### src/csf_consts.vh
`ifndef CSF_CONSTS_VH
`define CSF_CONSTS_VH

`define CSF_ADDR_WORK 8'h05
`define CSF_ADDR_PCL 8'h06
`define CSF_ADDR_LPTR 8'h07
`define CSF_ADDR_LHIGH 8'h08
`define CSF_ADDR_STATUS 8'h0a
`define CSF_ADDR_EVSTAT 8'h30
`define CSF_ADDR_EVMASK 8'h31

`define CSF_BIT_C 0
`define CSF_BIT_AC 1
`define CSF_BIT_Z 2
`define CSF_BIT_OV 3
`define CSF_BIT_PDF 4
`define CSF_BIT_TO 5

`define CSF_EV_DOG 0
`define CSF_EV_TABLE 1
`define CSF_EV_JUMP 2
`define CSF_EV_SLEEP 3
`define CSF_EV_W 4

`define CSF_RST_BYTE 8'h00
`define CSF_RST_EV 4'h0
`define CSF_DUMMY_CYCLES 4'h1

`define CSF_OP_ADD 4'h0
`define CSF_OP_ADC 4'h1
`define CSF_OP_SUB 4'h2
`define CSF_OP_SBC 4'h3
`define CSF_OP_AND 4'h4
`define CSF_OP_OR 4'h5
`define CSF_OP_XOR 4'h6
`define CSF_OP_CPL 4'h7
`define CSF_OP_INC 4'h8
`define CSF_OP_DEC 4'h9
`define CSF_OP_RRC 4'ha
`define CSF_OP_RLC 4'hb
`define CSF_OP_MOVB 4'hc
`define CSF_OP_MOVA 4'hd
`define CSF_OP_CLR 4'he
`define CSF_OP_NOP 4'hf

`endif

### src/csf_alu.v
`timescale 1ns/1ps
`include "csf_consts.vh"

module csf_alu (
    input wire [7:0] opA,
    input wire [7:0] opB,
    input wire carryIn,
    input wire [3:0] opCode,
    output reg [7:0] result,
    output reg carryOut,
    output reg halfOut,
    output reg wrapOut,
    output wire zeroOut,
    output reg [3:0] updMask
);

    reg [10:0] sum;

    // Returns {carry out, carry into bit 7, carry out of low nibble, sum}.
    function [10:0] addc;
        input [7:0] x;
        input [7:0] y;
        input ci;
        reg [4:0] lo;
        reg [3:0] mid;
        reg [1:0] hi;
        begin
            lo = {1'b0, x[3:0]} + {1'b0, y[3:0]} + {4'h0, ci};
            mid = {1'b0, x[6:4]} + {1'b0, y[6:4]} + {3'h0, lo[4]};
            hi = {1'b0, x[7]} + {1'b0, y[7]} + {1'b0, mid[3]};
            addc = {hi[1], mid[3], lo[4], hi[0], mid[2:0], lo[3:0]};
        end
    endfunction

    assign zeroOut = (result == 8'h00);

    always @* begin
        sum = 11'h000;
        result = opB;
        carryOut = carryIn;
        halfOut = 1'b0;
        wrapOut = 1'b0;
        updMask = 4'h0;
        case (opCode)
            `CSF_OP_ADD, `CSF_OP_ADC, `CSF_OP_SUB, `CSF_OP_SBC: begin
                // Subtraction adds the inverse, so carry means no borrow.
                if (opCode == `CSF_OP_ADD)
                    sum = addc(opA, opB, 1'b0);
                else if (opCode == `CSF_OP_ADC)
                    sum = addc(opA, opB, carryIn);
                else if (opCode == `CSF_OP_SUB)
                    sum = addc(opA, ~opB, 1'b1);
                else
                    sum = addc(opA, ~opB, carryIn);
                result = sum[7:0];
                carryOut = sum[10];
                halfOut = sum[8];
                wrapOut = sum[10] ^ sum[9];
                updMask = 4'hf;
            end
            `CSF_OP_AND: begin
                result = opA & opB;
                updMask = 4'h4;
            end
            `CSF_OP_OR: begin
                result = opA | opB;
                updMask = 4'h4;
            end
            `CSF_OP_XOR: begin
                result = opA ^ opB;
                updMask = 4'h4;
            end
            `CSF_OP_CPL: begin
                result = ~opB;
                updMask = 4'h4;
            end
            `CSF_OP_INC: begin
                sum = addc(opB, 8'h00, 1'b1);
                result = sum[7:0];
                updMask = 4'h4;
            end
            `CSF_OP_DEC: begin
                sum = addc(opB, 8'hff, 1'b0);
                result = sum[7:0];
                updMask = 4'h4;
            end
            `CSF_OP_RRC: begin
                result = {carryIn, opB[7:1]};
                carryOut = opB[0];
                updMask = 4'h1;
            end
            `CSF_OP_RLC: begin
                result = {opB[6:0], carryIn};
                carryOut = opB[7];
                updMask = 4'h1;
            end
            `CSF_OP_MOVB: result = opB;
            `CSF_OP_MOVA: result = opA;
            `CSF_OP_CLR: result = 8'h00;
            default: result = opB;
        endcase
    end

endmodule // csf_alu

### src/csf_core_flags.v
`timescale 1ns/1ps
`include "csf_consts.vh"

module csf_core_flags #(
    parameter PC_W = 11,
    parameter TW = 16
) (
    input wire mclk,
    input wire rst_n,
    input wire ce,
    input wire [7:0] regAddr,
    input wire [7:0] regWdata,
    input wire regWr,
    input wire regRd,
    output reg [7:0] regRdata,
    input wire opValid,
    input wire [3:0] opCode,
    input wire [7:0] opOperand,
    input wire opToWork,
    input wire [7:0] opDestAddr,
    input wire fetchStep,
    input wire sleepInstr,
    input wire dogRefreshInstr,
    input wire dogExpire,
    input wire tableRead,
    input wire [TW-1:0] tableWord,
    input wire [7:0] tableDest,
    output reg [7:0] workReg,
    output reg [PC_W-1:0] progCounter,
    output reg dummyCycle,
    output reg [7:0] lookupPointer,
    output reg [7:0] lookupHighByte,
    output reg [7:0] statusFlags,
    output reg memWrEn,
    output reg [7:0] memWrAddr,
    output reg [7:0] memWrData,
    output reg irq
);

    localparam [3:0] DUMMY_N = `CSF_DUMMY_CYCLES;

    reg [7:0] work_ff;
    reg [PC_W-1:0] pc_ff;
    reg dummy_ff;
    reg [3:0] dummyCnt_ff;
    reg [7:0] lptr_ff;
    reg [7:0] lhigh_ff;
    reg [3:0] arith_ff;
    reg sleepFlag_ff;
    reg dogFlag_ff;
    reg [3:0] evStat_ff;
    reg [3:0] evMask_ff;

    reg [7:0] nxt_work;
    reg [PC_W-1:0] nxt_pc;
    reg nxt_dummy;
    reg [3:0] nxt_dummyCnt;
    reg [7:0] nxt_lptr;
    reg [7:0] nxt_lhigh;
    reg [3:0] nxt_arith;
    reg nxt_sleepFlag;
    reg nxt_dogFlag;
    reg [3:0] nxt_evStat;
    reg [3:0] nxt_evMask;
    reg nxt_memWrEn;
    reg [7:0] nxt_memWrAddr;
    reg [7:0] nxt_memWrData;
    reg [7:0] nxt_rdata;

    reg [7:0] dstData;
    reg [7:0] dstAddr;
    reg dstToWork;
    reg dstValid;
    reg [3:0] evSet;

    wire [7:0] aluRes;
    wire aluC;
    wire aluAc;
    wire aluOv;
    wire aluZ;
    wire [3:0] aluMask;

    // Bits 7 and 6 read as zero; the two system flags sit above the four.
    function [7:0] statusByte;
        input dogF;
        input sleepF;
        input [3:0] ar;
        begin
            statusByte = {2'b00, dogF, sleepF, ar};
        end
    endfunction

    csf_alu u_alu (
        .opA(work_ff),
        .opB(opOperand),
        .carryIn(arith_ff[`CSF_BIT_C]),
        .opCode(opCode),
        .result(aluRes),
        .carryOut(aluC),
        .halfOut(aluAc),
        .wrapOut(aluOv),
        .zeroOut(aluZ),
        .updMask(aluMask)
    );

    always @* begin
        nxt_work = work_ff;
        nxt_pc = pc_ff;
        nxt_dummy = 1'b0;
        // Counting down lets a deeper fetch pipe stretch the stall by a
        // constant alone, without touching the jump logic.
        nxt_dummyCnt = dummyCnt_ff;
        if (dummyCnt_ff != 4'h0)
            nxt_dummyCnt = dummyCnt_ff - 4'h1;
        nxt_lptr = lptr_ff;
        nxt_lhigh = lhigh_ff;
        nxt_arith = arith_ff;
        nxt_sleepFlag = sleepFlag_ff;
        nxt_dogFlag = dogFlag_ff;
        nxt_evMask = evMask_ff;
        nxt_memWrEn = 1'b0;
        nxt_memWrAddr = 8'h00;
        nxt_memWrData = 8'h00;
        nxt_rdata = 8'h00;
        evSet = 4'h0;
        dstData = 8'h00;
        dstAddr = 8'h00;
        dstToWork = 1'b0;
        dstValid = 1'b0;

        // An instruction result takes the destination; a port write in the
        // same cycle is dropped, since the decoder owns the data path.
        if (opValid && opCode != `CSF_OP_NOP) begin
            dstValid = 1'b1;
            dstData = aluRes;
            dstAddr = opDestAddr;
            dstToWork = opToWork;
            if (opCode == `CSF_OP_MOVB)
                dstToWork = 1'b1;
            if (opCode == `CSF_OP_MOVA)
                dstToWork = 1'b0;
        end else if (tableRead) begin
            dstValid = 1'b1;
            dstData = tableWord[7:0];
            dstAddr = tableDest;
            nxt_lhigh = tableWord[TW-1:TW-8];
            evSet[`CSF_EV_TABLE] = 1'b1;
        end else if (regWr && !opValid) begin
            dstValid = 1'b1;
            dstData = regWdata;
            dstAddr = regAddr;
        end

        // Flags from the operation; untouched flags hold their value.
        if (opValid) begin
            if (aluMask[`CSF_BIT_C])
                nxt_arith[`CSF_BIT_C] = aluC;
            if (aluMask[`CSF_BIT_AC])
                nxt_arith[`CSF_BIT_AC] = aluAc;
            if (aluMask[`CSF_BIT_Z])
                nxt_arith[`CSF_BIT_Z] = aluZ;
            if (aluMask[`CSF_BIT_OV])
                nxt_arith[`CSF_BIT_OV] = aluOv;
        end

        if (fetchStep && !dummy_ff)
            nxt_pc = pc_ff + {{(PC_W-1){1'b0}}, 1'b1};

        if (dstValid && dstToWork) begin
            nxt_work = dstData;
        end else if (dstValid) begin
            case (dstAddr)
                `CSF_ADDR_WORK: nxt_work = dstData;
                `CSF_ADDR_PCL: begin
                    nxt_pc = {pc_ff[PC_W-1:8], dstData};
                    nxt_dummyCnt = DUMMY_N;
                    evSet[`CSF_EV_JUMP] = 1'b1;
                end
                `CSF_ADDR_LPTR: nxt_lptr = dstData;
                `CSF_ADDR_LHIGH: nxt_lhigh = dstData;
                `CSF_ADDR_STATUS: nxt_arith = dstData[3:0];
                `CSF_ADDR_EVMASK: nxt_evMask = dstData[3:0];
                `CSF_ADDR_EVSTAT: ;
                default: begin
                    nxt_memWrEn = 1'b1;
                    nxt_memWrAddr = dstAddr;
                    nxt_memWrData = dstData;
                end
            endcase
        end

        nxt_dummy = (nxt_dummyCnt != 4'h0);

        // Refresh and sleep are exclusive instructions; refresh is checked
        // first only so that the mux has a fixed order.
        if (dogRefreshInstr) begin
            nxt_sleepFlag = 1'b0;
            nxt_dogFlag = 1'b0;
        end else if (sleepInstr) begin
            nxt_sleepFlag = 1'b1;
            nxt_dogFlag = 1'b0;
            evSet[`CSF_EV_SLEEP] = 1'b1;
        end
        // An expiry in the same cycle as a clearing instruction still wins.
        if (dogExpire) begin
            nxt_dogFlag = 1'b1;
            evSet[`CSF_EV_DOG] = 1'b1;
        end

        // Write-one-to-clear, with a new event taking priority over a clear.
        nxt_evStat = evStat_ff;
        if (regWr && !opValid && !tableRead && regAddr == `CSF_ADDR_EVSTAT)
            nxt_evStat = evStat_ff & ~regWdata[3:0];
        nxt_evStat = nxt_evStat | evSet;

        if (regRd) begin
            case (regAddr)
                `CSF_ADDR_WORK: nxt_rdata = work_ff;
                `CSF_ADDR_PCL: nxt_rdata = pc_ff[7:0];
                `CSF_ADDR_LPTR: nxt_rdata = lptr_ff;
                `CSF_ADDR_LHIGH: nxt_rdata = lhigh_ff;
                `CSF_ADDR_STATUS:
                    nxt_rdata = statusByte(dogFlag_ff, sleepFlag_ff,
                        arith_ff);
                `CSF_ADDR_EVSTAT: nxt_rdata = {4'h0, evStat_ff};
                `CSF_ADDR_EVMASK: nxt_rdata = {4'h0, evMask_ff};
                default: nxt_rdata = 8'h00;
            endcase
        end
    end

    // The status byte has no path to any stack; callers save it themselves.
    always @(posedge mclk or negedge rst_n) begin
        if (!rst_n) begin
            work_ff <= `CSF_RST_BYTE;
            pc_ff <= {PC_W{1'b0}};
            dummy_ff <= 1'b0;
            dummyCnt_ff <= 4'h0;
            lptr_ff <= `CSF_RST_BYTE;
            lhigh_ff <= `CSF_RST_BYTE;
            arith_ff <= 4'h0;
            sleepFlag_ff <= 1'b0;
            dogFlag_ff <= 1'b0;
            evStat_ff <= `CSF_RST_EV;
            evMask_ff <= `CSF_RST_EV;
        end else if (ce) begin
            work_ff <= nxt_work;
            pc_ff <= nxt_pc;
            dummy_ff <= nxt_dummy;
            dummyCnt_ff <= nxt_dummyCnt;
            lptr_ff <= nxt_lptr;
            lhigh_ff <= nxt_lhigh;
            arith_ff <= nxt_arith;
            sleepFlag_ff <= nxt_sleepFlag;
            dogFlag_ff <= nxt_dogFlag;
            evStat_ff <= nxt_evStat;
            evMask_ff <= nxt_evMask;
        end
    end

    // Outputs are registered copies so every port comes from a flip-flop.
    always @(posedge mclk or negedge rst_n) begin
        if (!rst_n) begin
            workReg <= `CSF_RST_BYTE;
            progCounter <= {PC_W{1'b0}};
            dummyCycle <= 1'b0;
            lookupPointer <= `CSF_RST_BYTE;
            lookupHighByte <= `CSF_RST_BYTE;
            statusFlags <= `CSF_RST_BYTE;
            memWrEn <= 1'b0;
            memWrAddr <= 8'h00;
            memWrData <= 8'h00;
            regRdata <= 8'h00;
            irq <= 1'b0;
        end else if (ce) begin
            workReg <= nxt_work;
            progCounter <= nxt_pc;
            dummyCycle <= nxt_dummy;
            lookupPointer <= nxt_lptr;
            lookupHighByte <= nxt_lhigh;
            statusFlags <= statusByte(nxt_dogFlag, nxt_sleepFlag, nxt_arith);
            memWrEn <= nxt_memWrEn;
            memWrAddr <= nxt_memWrAddr;
            memWrData <= nxt_memWrData;
            regRdata <= nxt_rdata;
            irq <= |(nxt_evStat & nxt_evMask);
        end
    end

endmodule // csf_core_flags

### config.mk
export PLATFORM = sky130hd
export DESIGN_NAME = csf_core_flags
export DESIGN_NICKNAME = d
export VERILOG_FILES = /design/src/csf_alu.v /design/src/csf_core_flags.v
export VERILOG_INCLUDE_DIRS = /design/src
export SDC_FILE = /design/constraint.sdc
export NUM_CORES = 1
export LEC_CHECK = 0
export BUFFER_PORTS_ARGS = -buffer_cell sky130_fd_sc_hd__buf_2
export CAP_MARGIN = 20
export CELL_PAD_IN_SITES_DETAIL_PLACEMENT = 0
export CELL_PAD_IN_SITES_GLOBAL_PLACEMENT = 1
export CORE_MARGIN = 8
export CORE_UTILIZATION = 25
export CTS_BUF_LIST = sky130_fd_sc_hd__clkbuf_4 sky130_fd_sc_hd__clkbuf_8
export DETAILED_ROUTE_END_ITERATION = 6
export PLACE_DENSITY = 0.55
export SYNTH_ARGS = -nofsm -noshare
export SYNTH_HDL_FRONTEND = slang
export SYNTH_SLANG_ARGS = --single-unit
### constraint.sdc
create_clock -name mclk -period 6.3 [get_ports mclk]
set_input_delay 0.315 -clock mclk [delete_from_list [all_inputs] [get_ports mclk]]
set_output_delay 0.315 -clock mclk [all_outputs]
set_load 0.01 [all_outputs]
After elaboration in Yosys (flattened, before gate mapping)
Cells that the tools add are included.
{ "classes": {"div": 0, "n_shift": 0, "n_reduce_logical": 23, "bitwise_logic": 10, "eq_ne": 30, "add_sub_neg": 27, "order_cmp": 0, "multipliers": 0, "n_mux": 76} }
{ "ops": {"columns": ["cell", "count"], "rows": [
  ["two-way mux 8 bit", 24],
  ["two-way mux 11 bit", 8],
  ["case mux 8 bit (11 select lines)", 1],
  ["case mux 8 bit (7 select lines)", 1],
  ["equality test 8 x 3 -> 1 bit (second input constant)", 6],
  ["two-way mux 4 bit", 12],
  ["equality test 8 x 4 -> 1 bit (second input constant)", 4],
  ["equality test 8 x 6 -> 1 bit (second input constant)", 4],
  ["equality test 4 bit (second input constant)", 7],
  ["two-way mux 1 bit", 28],
  ["adder 4 x 1 -> 4 bit", 5],
  ["equality test 4 x 3 -> 1 bit (second input constant)", 4],
  ["case mux 4 bit (3 select lines)", 1],
  ["adder 11 x 1 -> 11 bit (second input constant)", 1],
  ["adder 4 x 4 -> 5 bit", 2],
  ["adder 5 x 1 -> 5 bit", 2],
  ["adder 2 x 1 -> 2 bit", 4],
  ["adder 3 x 3 -> 4 bit", 2],
  ["bitwise AND 4 bit", 2],
  ["bitwise AND 8 bit", 1],
  ["equality test 4 x 2 -> 1 bit (second input constant)", 2],
  ["logical NOT 8 bit", 1],
  ["inverter 8 bit", 1],
  ["bitwise OR 8 bit", 1],
  ["other kinds (30)", 42]
]} }
{ "word_totals": {"latchBits": 0, "inputBits": 72, "mem_bits_ro": 0, "regBits": 86, "wordCells": 184, "out_inout_bits": 70, "ramBits": 0, "n_memories": 0} }

Depth between registers and ports, before layout
Gate-level depths: netlist of run 1.
{ "logic_depth": {"ltp_word": 16, "ltp_mapped": 21, "mapped_depth_nobuf": 19} }

Modules after synthesis
A second synthesis of run 1 with hierarchy kept.
{ "hier_totals": {"cells_unflattened": 850, "hier_area_um2": 7405.9} }
{ "by_module_without_submodules": {"columns": ["mod", "seq_area_each_um2", "cells_each", "n_inst", "area_each_um2"], "rows": [
  ["csf_core_flags", 2001.9, 482, 1, 4663.2],
  ["csf_alu", 0.0, 368, 1, 2742.6]
]} }

Worst setup path before layout of run 1
OpenSTA, ideal clock, no wires.
{ "synth_timing": {"kind": "input to register", "start": "input opOperand[2]", "end": "register lhigh_ff[7]", "path_buffers": 2, "path_stages": 20, "t_arrival_ps": 4239, "setup_time_ps": 104, "setup_slack_ps": 1958, "cell_sequence": "clkbuf_1 inv_1 ha_1 buf_2 nor3b_1 nor3_1 xnor2_1 nor2_1 nand2_1 xor2_1 ha_1 nand2_1 xor2_1 fa_1 inv_1 mux4_2 a221o_1 a41oi_1 a222oi_1 a221oi_1"} }
{ "synth_via": {"elab_chain_cells": 14, "word_cells_on_any_way": 29} }
{ "synth_lines": {"columns": ["element", "line", "text"], "rows": [
  ["start: declaration", "csf_core_flags.v:18", "input wire [7:0] opOperand,"],
  ["inverter 8 bit", "csf_alu.v:52, csf_alu.v:54", null],
  ["adder 4 x 4 -> 5 bit", "csf_alu.v:28", "lo = {1'b0, x[3:0]} + {1'b0, y[3:0]} + {4'h0, ci};"],
  ["adder 5 x 1 -> 5 bit", "csf_alu.v:28", null],
  ["adder 4 x 1 -> 4 bit", "csf_alu.v:29", "mid = {1'b0, x[6:4]} + {1'b0, y[6:4]} + {3'h0, lo[4]};"],
  ["adder 2 x 1 -> 2 bit", "csf_alu.v:30", "hi = {1'b0, x[7]} + {1'b0, y[7]} + {1'b0, mid[3]};"],
  ["two-way mux 11 bit", "csf_alu.v:51", "else if (opCode == `CSF_OP_SUB)"],
  ["two-way mux 11 bit", "csf_alu.v:49", "else if (opCode == `CSF_OP_ADC)"],
  ["two-way mux 11 bit", "csf_alu.v:47", "if (opCode == `CSF_OP_ADD)"],
  ["two-way mux 11 bit", "csf_alu.v:44", "case (opCode)"],
  ["case mux 8 bit (11 select lines) *", "csf_alu.v:44", null],
  ["two-way mux 8 bit *", "csf_core_flags.v:133", "if (opValid && opCode != `CSF_OP_NOP) begin"],
  ["two-way mux 8 bit *", "csf_core_flags.v:172", "case (dstAddr)"],
  ["two-way mux 8 bit *", "csf_core_flags.v:171", "end else if (dstValid) begin"],
  ["two-way mux 8 bit *", "csf_core_flags.v:169", "if (dstValid && dstToWork) begin"],
  ["end signal: assignment", "csf_core_flags.v:240", "lhigh_ff <= `CSF_RST_BYTE;"],
  ["end signal: assignment", "csf_core_flags.v:252", "lhigh_ff <= nxt_lhigh;"],
  ["end: declaration", "csf_core_flags.v:47", "reg [7:0] lhigh_ff;"]
]} }
Mark *: on every way between the ends. The rest lies on a longest branch, timed or not. The select of a mux whose other input is x is not followed.
A chain may end at the register's enable or synchronous reset.

==> results of run 1 <==
## kinds of logic after synthesis
logic type                 synth area share
DFF                                   0.283
AOI/OAI and AO/OA                     0.276
adders and majority gates             0.101
buffers and inverters                0.0657
muxes                                0.0526
xor gates and xnor gates             0.0347
other                              0.000531
and+or+nand+nor                       0.187
## metal layers
metal | vias up | part of all wire | track usage
met5 | - | 0.00039 | 0
met4 | 2 | 0.022 | 0.0471
met3 | 45 | 0.063 | 0.0368
met2 | 258 | 0.46 | 0.284
met1 | 3501 | 0.46 | 0.243
li1 | 3286 | - | -
## critical path, cell delays in order (launching register included)
cell and delay, ns:
dfrtp_1 0.55, inv_1 0.16, ha_1 0.34, a21o_1 0.20
a21oi_1 0.19, xor2_1 0.28, nor2_1 0.10, xor2_1 0.17
ha_1 0.25, ha_1 0.28, mux4_2 0.45, nor2_1 0.11
a311oi_1 0.06, a221oi_1 0.40, or3b_1 0.38, or4_1 0.39
nor4_1 0.25, or2_1 0.13
## synth_stat cells, drive strengths merged (5+ instances only)
cell | instances | area, um^2
xnor2 | 17 | 149
or3 | 5 | 31.3
or2 | 10 | 62.6
nand2 | 62 | 233
a21oi | 60 | 304
o21ai | 48 | 240
mux2 | 10 | 131
ha | 44 | 551
nor2b | 13 | 81.3
a22o | 11 | 96.3
o2bb2ai | 21 | 184
fa | 8 | 160
a31oi | 10 | 62.6
inv | 53 | 199
o22ai | 15 | 93.8
a221o | 5 | 50.1
dfrtp | 80 | 2000
nand4 | 9 | 68.8
a31o | 5 | 43.8
nor2 | 59 | 224
o211ai | 7 | 57.6
o221ai | 6 | 52.6
nor3 | 13 | 65.1
and2 | 11 | 68.8
a22oi | 15 | 113
mux2i | 15 | 150
clkbuf | 27 | 105
nand3 | 19 | 95.1
a21o | 10 | 75.1
buf | 23 | 153
and3 | 7 | 43.8
xor2 | 11 | 96.3
o31ai | 6 | 45.0
nand2b | 10 | 62.6
a222oi | 7 | 70.1
a221oi | 8 | 70.1
nand3b | 7 | 52.6
## metrics by stage
step           std cells   util  setup slack [ns]  hold WS, ns  cell area, um^2
6_report            1317  0.300              1.57        0.134             8320
5_1_grt             1317  0.300              1.22        0.134             8320
4_1_cts             1316  0.299              1.56        0.117             8310
3_5_place_dp        1299  0.290              1.60        0.249             8070
3_3_place_gp        1299  0.290              1.67        0.246             8070
2_1_floorplan        821      -              1.96       0.0194             7070
## sequential cells by signal, indices dropped and copies added (netlist names), 2 cells and up
signal / flops
arith_ff: 3
dummyCnt_ff: 4
evMask_ff: 4
evStat_ff: 4
lhigh_ff: 8
lptr_ff: 8
memWrAddr: 8
memWrData: 8
progCounter: 11
regRdata: 8
statusFlags: 2
workReg: 8
## power by group through the flow
stage | clock, mW | combinational [mW] | sequential [mW]
final | 0.470 | 0.911 | 0.708
after global routing | 0.503 | 1.01 | 0.724
after CTS | 0.482 | 0.918 | 0.709
after detailed placement | 0 | 0.912 | 0.719
after global placement | 0 | 0.915 | 0.720
after floorplan | 0 | 0.572 | 0.703
## worst max-delay path by stage
stage	from	endpoint	slack, ns	cells past startpoint
2_1_floorplan	opOperand[2]	lhigh_ff[7]$_DFFE_PN0P_	1.96	20
3_3_place_gp	opOperand[2]	lhigh_ff[7]$_DFFE_PN0P_	1.67	19
3_5_place_dp	workReg[1]$_DFFE_PN0P_	arith_ff[2]$_DFFE_PN0P_	1.60	17
4_1_cts	workReg[1]$_DFFE_PN0P_	arith_ff[2]$_DFFE_PN0P_	1.56	17
5_1_grt	workReg[1]$_DFFE_PN0P_	arith_ff[2]$_DFFE_PN0P_	1.22	17
6_report	workReg[1]$_DFFE_PN0P_	arith_ff[2]$_DFFE_PN0P_	1.57	17
## cell type report
cell class | instances | area share
tap | 378 | 0.0568
multi-input combinational | 636 | 0.553
timing repair buffer | 152 | 0.0959
clock buffer | 10 | 0.0158
sequential | 80 | 0.241
clock inverter | 6 | 0.0129
inverter | 55 | 0.0248
==> run metrics, run 1 <==
gr ovfl total 0; Worst setup SP type register; Max Cap Violations 0; final net count about 1100; RSZ-0062 raised after global routing no; Post-synth top flop dfrtp_1; crit path kind register to register; DRC viols 14; first-pass GRT wire length approximately 46000 um; Psw between 800 and 900 uW; filler cell count about 3000; r2r endpoint arith_ff[2]$_DFFE_PN0P_; pin count of the biggest net entering global routing between 50 and 60; synthesized cell area 7070 um^2; R2R cell count 17; maximum clock path buffer count 2; vias in the first global route between 7000 and 8000; hold path startpoint dogRefreshInstr; Routed Antenna Nets 0; # rows 61; total CTS buffers 9; share of layout cells above drive strength 1 0.222; Starting Density 0.254; most common cell after layout, fill and taps aside buf_2; failing checks DRC; worst reg-to-reg setup slack 1.57 ns; flops & latches, synth 80; GRT Util Overall 0.179; Netlist cell types 89; GPL Wtd Cong around 0.87; Ys Warns 0; number of synthesized flops with an enable pin 0; routed wire length 30800 um; Min-Delay Path Depth 2; power per cell area 251 nW/um^2; Pleak ~3.7 nW; fmax roughly 210 MHz; Die W around 180 um; DRT Pass-1 Iters 7; Hold Path Class input pin to register; hold_buf cts 1; register area share after synthesis 0.283; headroom to the max-slew limit 0.304; Post-DP HPWL between 20000 and 25000 um; drt initial violations 630; Area Overhead vs Synth 17.8%; Max VDD drop approximately 120 uV; Int Pwr about 1.2 mW; drt wl/cell ~23 um; fin crit period 4.73 ns; Die Y 184 um; Num Clock Sinks 80; Seq pwr share 0.339; final worst-path cycle share 0.751; data required time of the worst path 6.62 ns; root buffer cell clkbuf_8; # Post-CTS Setup Buffers 0; n_diodes 0; post_cts resized 0; DR vias 7092; WP data arrival roughly 5.1 ns; area of the multi-input gates between 4000 and 5000 um^2; Vias/cell around 5.4; most frequent cells in the layout buf_2, dfrtp_1, nand2_1; crit end category register; asr flop ratio synth 1.00; Mapped Cells 820; initial antenna violation count 1; clock slew at reported path FFs ~0.090 ns; Max Fanout on Critical Path 7; final hold vios 0; reg2reg start workReg[1]$_DFFE_PN0P_; combinational share of power 0.436; total power ~2.1 mW; max-slew violations 0; skew final 0.00919 ns; Worst-Margin Slew ~1.0 ns; Avg Inst Size Synth approximately 8.6 um^2; Core Box Area about 28000 um^2; Clock Latency Late Sink approximately 0.38 ns; IO Port Bufs 139; Clock power frac 0.225; hold endpoint statusFlags[4]$_DFFE_PN0P_; # IOs 142; sw frac 0.410; final setup TNS 0 ns; Setup violations, final 0; die area 33900 um^2; H-tree depth 3; register area between 2000 and 2500 um^2; status complete, but fails checks; CTS tree yes
Power figures use the tool's default switching activity.
==> run 2, diff against run 1 <==
- PLACE_DENSITY: 0.55 -> 0.57
- clock period: 6.3 -> 4.3 ns (I/O delays scaled with it)
==> run 2 against run 1 <==
Global-route usage up 0.22 points. Sequential share of layout area decreased by 1.4 points. Largest power group unchanged. The run now ends clean. Largest cell class unchanged. Highest routed layer unchanged. Worst hold slack lost 0.098 ns.
==> run metrics, run 2 (synthesized netlist as in run 1, its figures left out) <==
status complete, no violations; skew final 0.0164 ns (+0.00722 ns); Hold Slack 0.0360 ns (-0.0976 ns); Num Clock Sinks 80 (unchanged); fin crit period 4.23 ns (-0.507 ns); maximum clock path buffer count 2 (unchanged); Die Y 184 um (unchanged); Clock Latency Late Sink 0.38 ns (about the same); total CTS buffers 9 (unchanged); Min-Delay Path Depth 2 (unchanged); Top reg by flops progCounter; crit path kind register to register; gr ovfl total 0 (unchanged); final net count 1109 (+4.8%); clock slew at reported path FFs 0.10 ns (about the same); Max Cap Violations 0 (unchanged); Area Overhead vs Synth 25.3%; drt initial violations 681 (+8.1%); dpl ws -0.165 ns (-1.77 ns); Psw 1.35 mW (+58%); first-pass GRT wire length 46800 um (+1.2%); Core Box Area 27800 um^2 (unchanged); Worst-Margin Slew 1.15 ns (+0.112 ns); headroom to the max-slew limit 0.231 (-0.0729); vias in the first global route 7375 (+0.77%); power per cell area 361 nW/um^2 (+44%); Setup violations, final 0 (unchanged); pin count of the biggest net entering global routing 52 (-7.1%); Max Fanout on Critical Path 3 (-4); Clock power frac 0.193 (-0.032); initial antenna violation count 3 (+2); Int Pwr 1.84 mW (+49%); Vias/cell 5.36 (-0.54%); sw frac 0.425 (+0.0145); Post-DP HPWL 24100 um (+1.7%); # rows 61 (unchanged); Seq pwr share 0.319 (-0.020); Pleak 3.94 nW (+6.8%); # IOs 142 (unchanged); fmax 237 MHz (+12%); IO Port Bufs 139 (unchanged); R2R cell count 17 (unchanged); Routed Antenna Nets 0 (unchanged); share of layout cells above drive strength 1 0.293 (+0.0714); Setup WS post-layout 0.0738 ns (-1.49 ns); GRT Util Overall 0.181 (+0.00224); die area 33900 um^2 (unchanged); root buffer cell clkbuf_8; crit end category register; DRT Pass-1 Iters 5 (-2); final hold vios 0 (unchanged); H-tree depth 3 (unchanged); combinational share of power 0.488 (+0.052); Worst setup SP type register; RSZ-0062 raised after global routing yes; WP data arrival 4.54 ns (-0.51 ns); drt wl/cell 22.7 um (-2.9%); total power 3.19 mW (+53%); fin util 0.319 (+0.0191); Largest register FFs 11 (unchanged); Starting Density 0.254 (unchanged); CTS tree yes; final worst-path cycle share 0.983 (+0.231); GPL Wtd Cong 0.885 (+1.9%); most frequent cells in the layout buf_2, dfrtp_1, buf_4; max-slew violations 0 (unchanged); most common cell after layout, fill and taps aside buf_2; final setup TNS 0 ns (unchanged); Die W 184 um (unchanged); data required time of the worst path 4.62 ns (-2.00 ns); Max VDD drop 146 uV (+21%); Hold Path Class input pin to register; routed wire length 31100 um (+0.93%); DR vias 7332 (+3.4%); DRC viols 0 (-14); filler cell count 3051 (+0.46%)
==> run 2: critical path, cell delays in order, from the launching register on <==
cell      delay [ns]
dfrtp_1         0.42
ha_2            0.21
fa_1            0.51
ha_2            0.19
nand2_2         0.06
nor2_2          0.12
xor2_2          0.17
ha_2            0.22
ha_1            0.22
mux4_2          0.46
nor2_2          0.13
a311oi_1        0.07
a221oi_2        0.24
buf_4           0.15
or3b_1          0.33
or4_4           0.42
nor4_2          0.12
or2_1           0.12
==> run 2: stage by stage <==
| step | area, um^2 | cells |
|---|---|---|
| floorplan | 7070 | 821 |
| global placement | 8450 | 1347 |
| detailed placement | 8450 | 1347 |
| CTS | 8710 | 1366 |
| global route | 8850 | 1368 |
| finish | 8850 | 1369 |
==> run 2: power by group through the flow <==
| stage | sequential [mW] | combinational (mW) | clock [mW] |
|---|---|---|---|
| 2_1_floorplan | 1.03 | 0.838 | 0 |
| 3_3_place_gp | 1.03 | 1.47 | 0 |
| 3_5_place_dp | 1.03 | 1.47 | 0 |
| 4_1_cts | 1.02 | 1.51 | 0.632 |
| 5_1_grt | 1.04 | 1.73 | 0.665 |
| 6_report | 1.02 | 1.56 | 0.615 |
==> run 2: metal layers <==
layer / wire length, um / part of all wire / up-vias / track usage
li1: - / - / 3383 / -
met2: 13800 / 0.44 / 307 / 0.276
met3: 1960 / 0.063 / 52 / 0.0350
met5: 35 / 0.0011 / - / 0
met1: 14500 / 0.47 / 3584 / 0.252
met4: 796 / 0.026 / 6 / 0.0603
==> run 2: worst paths after layout <==
path / slack, ns / from / endpoint
min: 0.04 / dogRefreshInstr / statusFlags[4]$_DFFE_PN0P_
max in group asynchronous: 2.91 / rst_n / workReg[1]$_DFFE_PN0P_
min in group asynchronous: 0.39 / rst_n / progCounter[10]$_DFFE_PN0P_
max reg2reg: 0.07 / workReg[0]$_DFFE_PN0P_ / arith_ff[2]$_DFFE_PN0P_
max: 0.07 / workReg[0]$_DFFE_PN0P_ / arith_ff[2]$_DFFE_PN0P_
min reg2reg: 0.47 / progCounter[10]$_DFFE_PN0P_ / progCounter[10]$_DFFE_PN0P_
==> run 2: final cells by class <==
cell class	count	area (um^2)	share of cell area
Sequential cell	80	2000	0.226
Multi-Input combinational cell	636	4760	0.537
Clock buffer	9	124	0.0140
Timing Repair Buffer	203	1210	0.137
Inverter	55	206	0.0233
Antenna cell	1	2.50	0.000283
Tap cell	378	473	0.0534
Clock inverter	7	76.3	0.00862
==> run 2: what timing repair did <==
action                     CTS  global route
hold endpoints to repair    44             0
cloned                       0             0
gates resized for setup      8            24
hold buffers                 1             0
setup endpoints to repair    6            10
pin swaps                    5            14
setup buffers                2             2
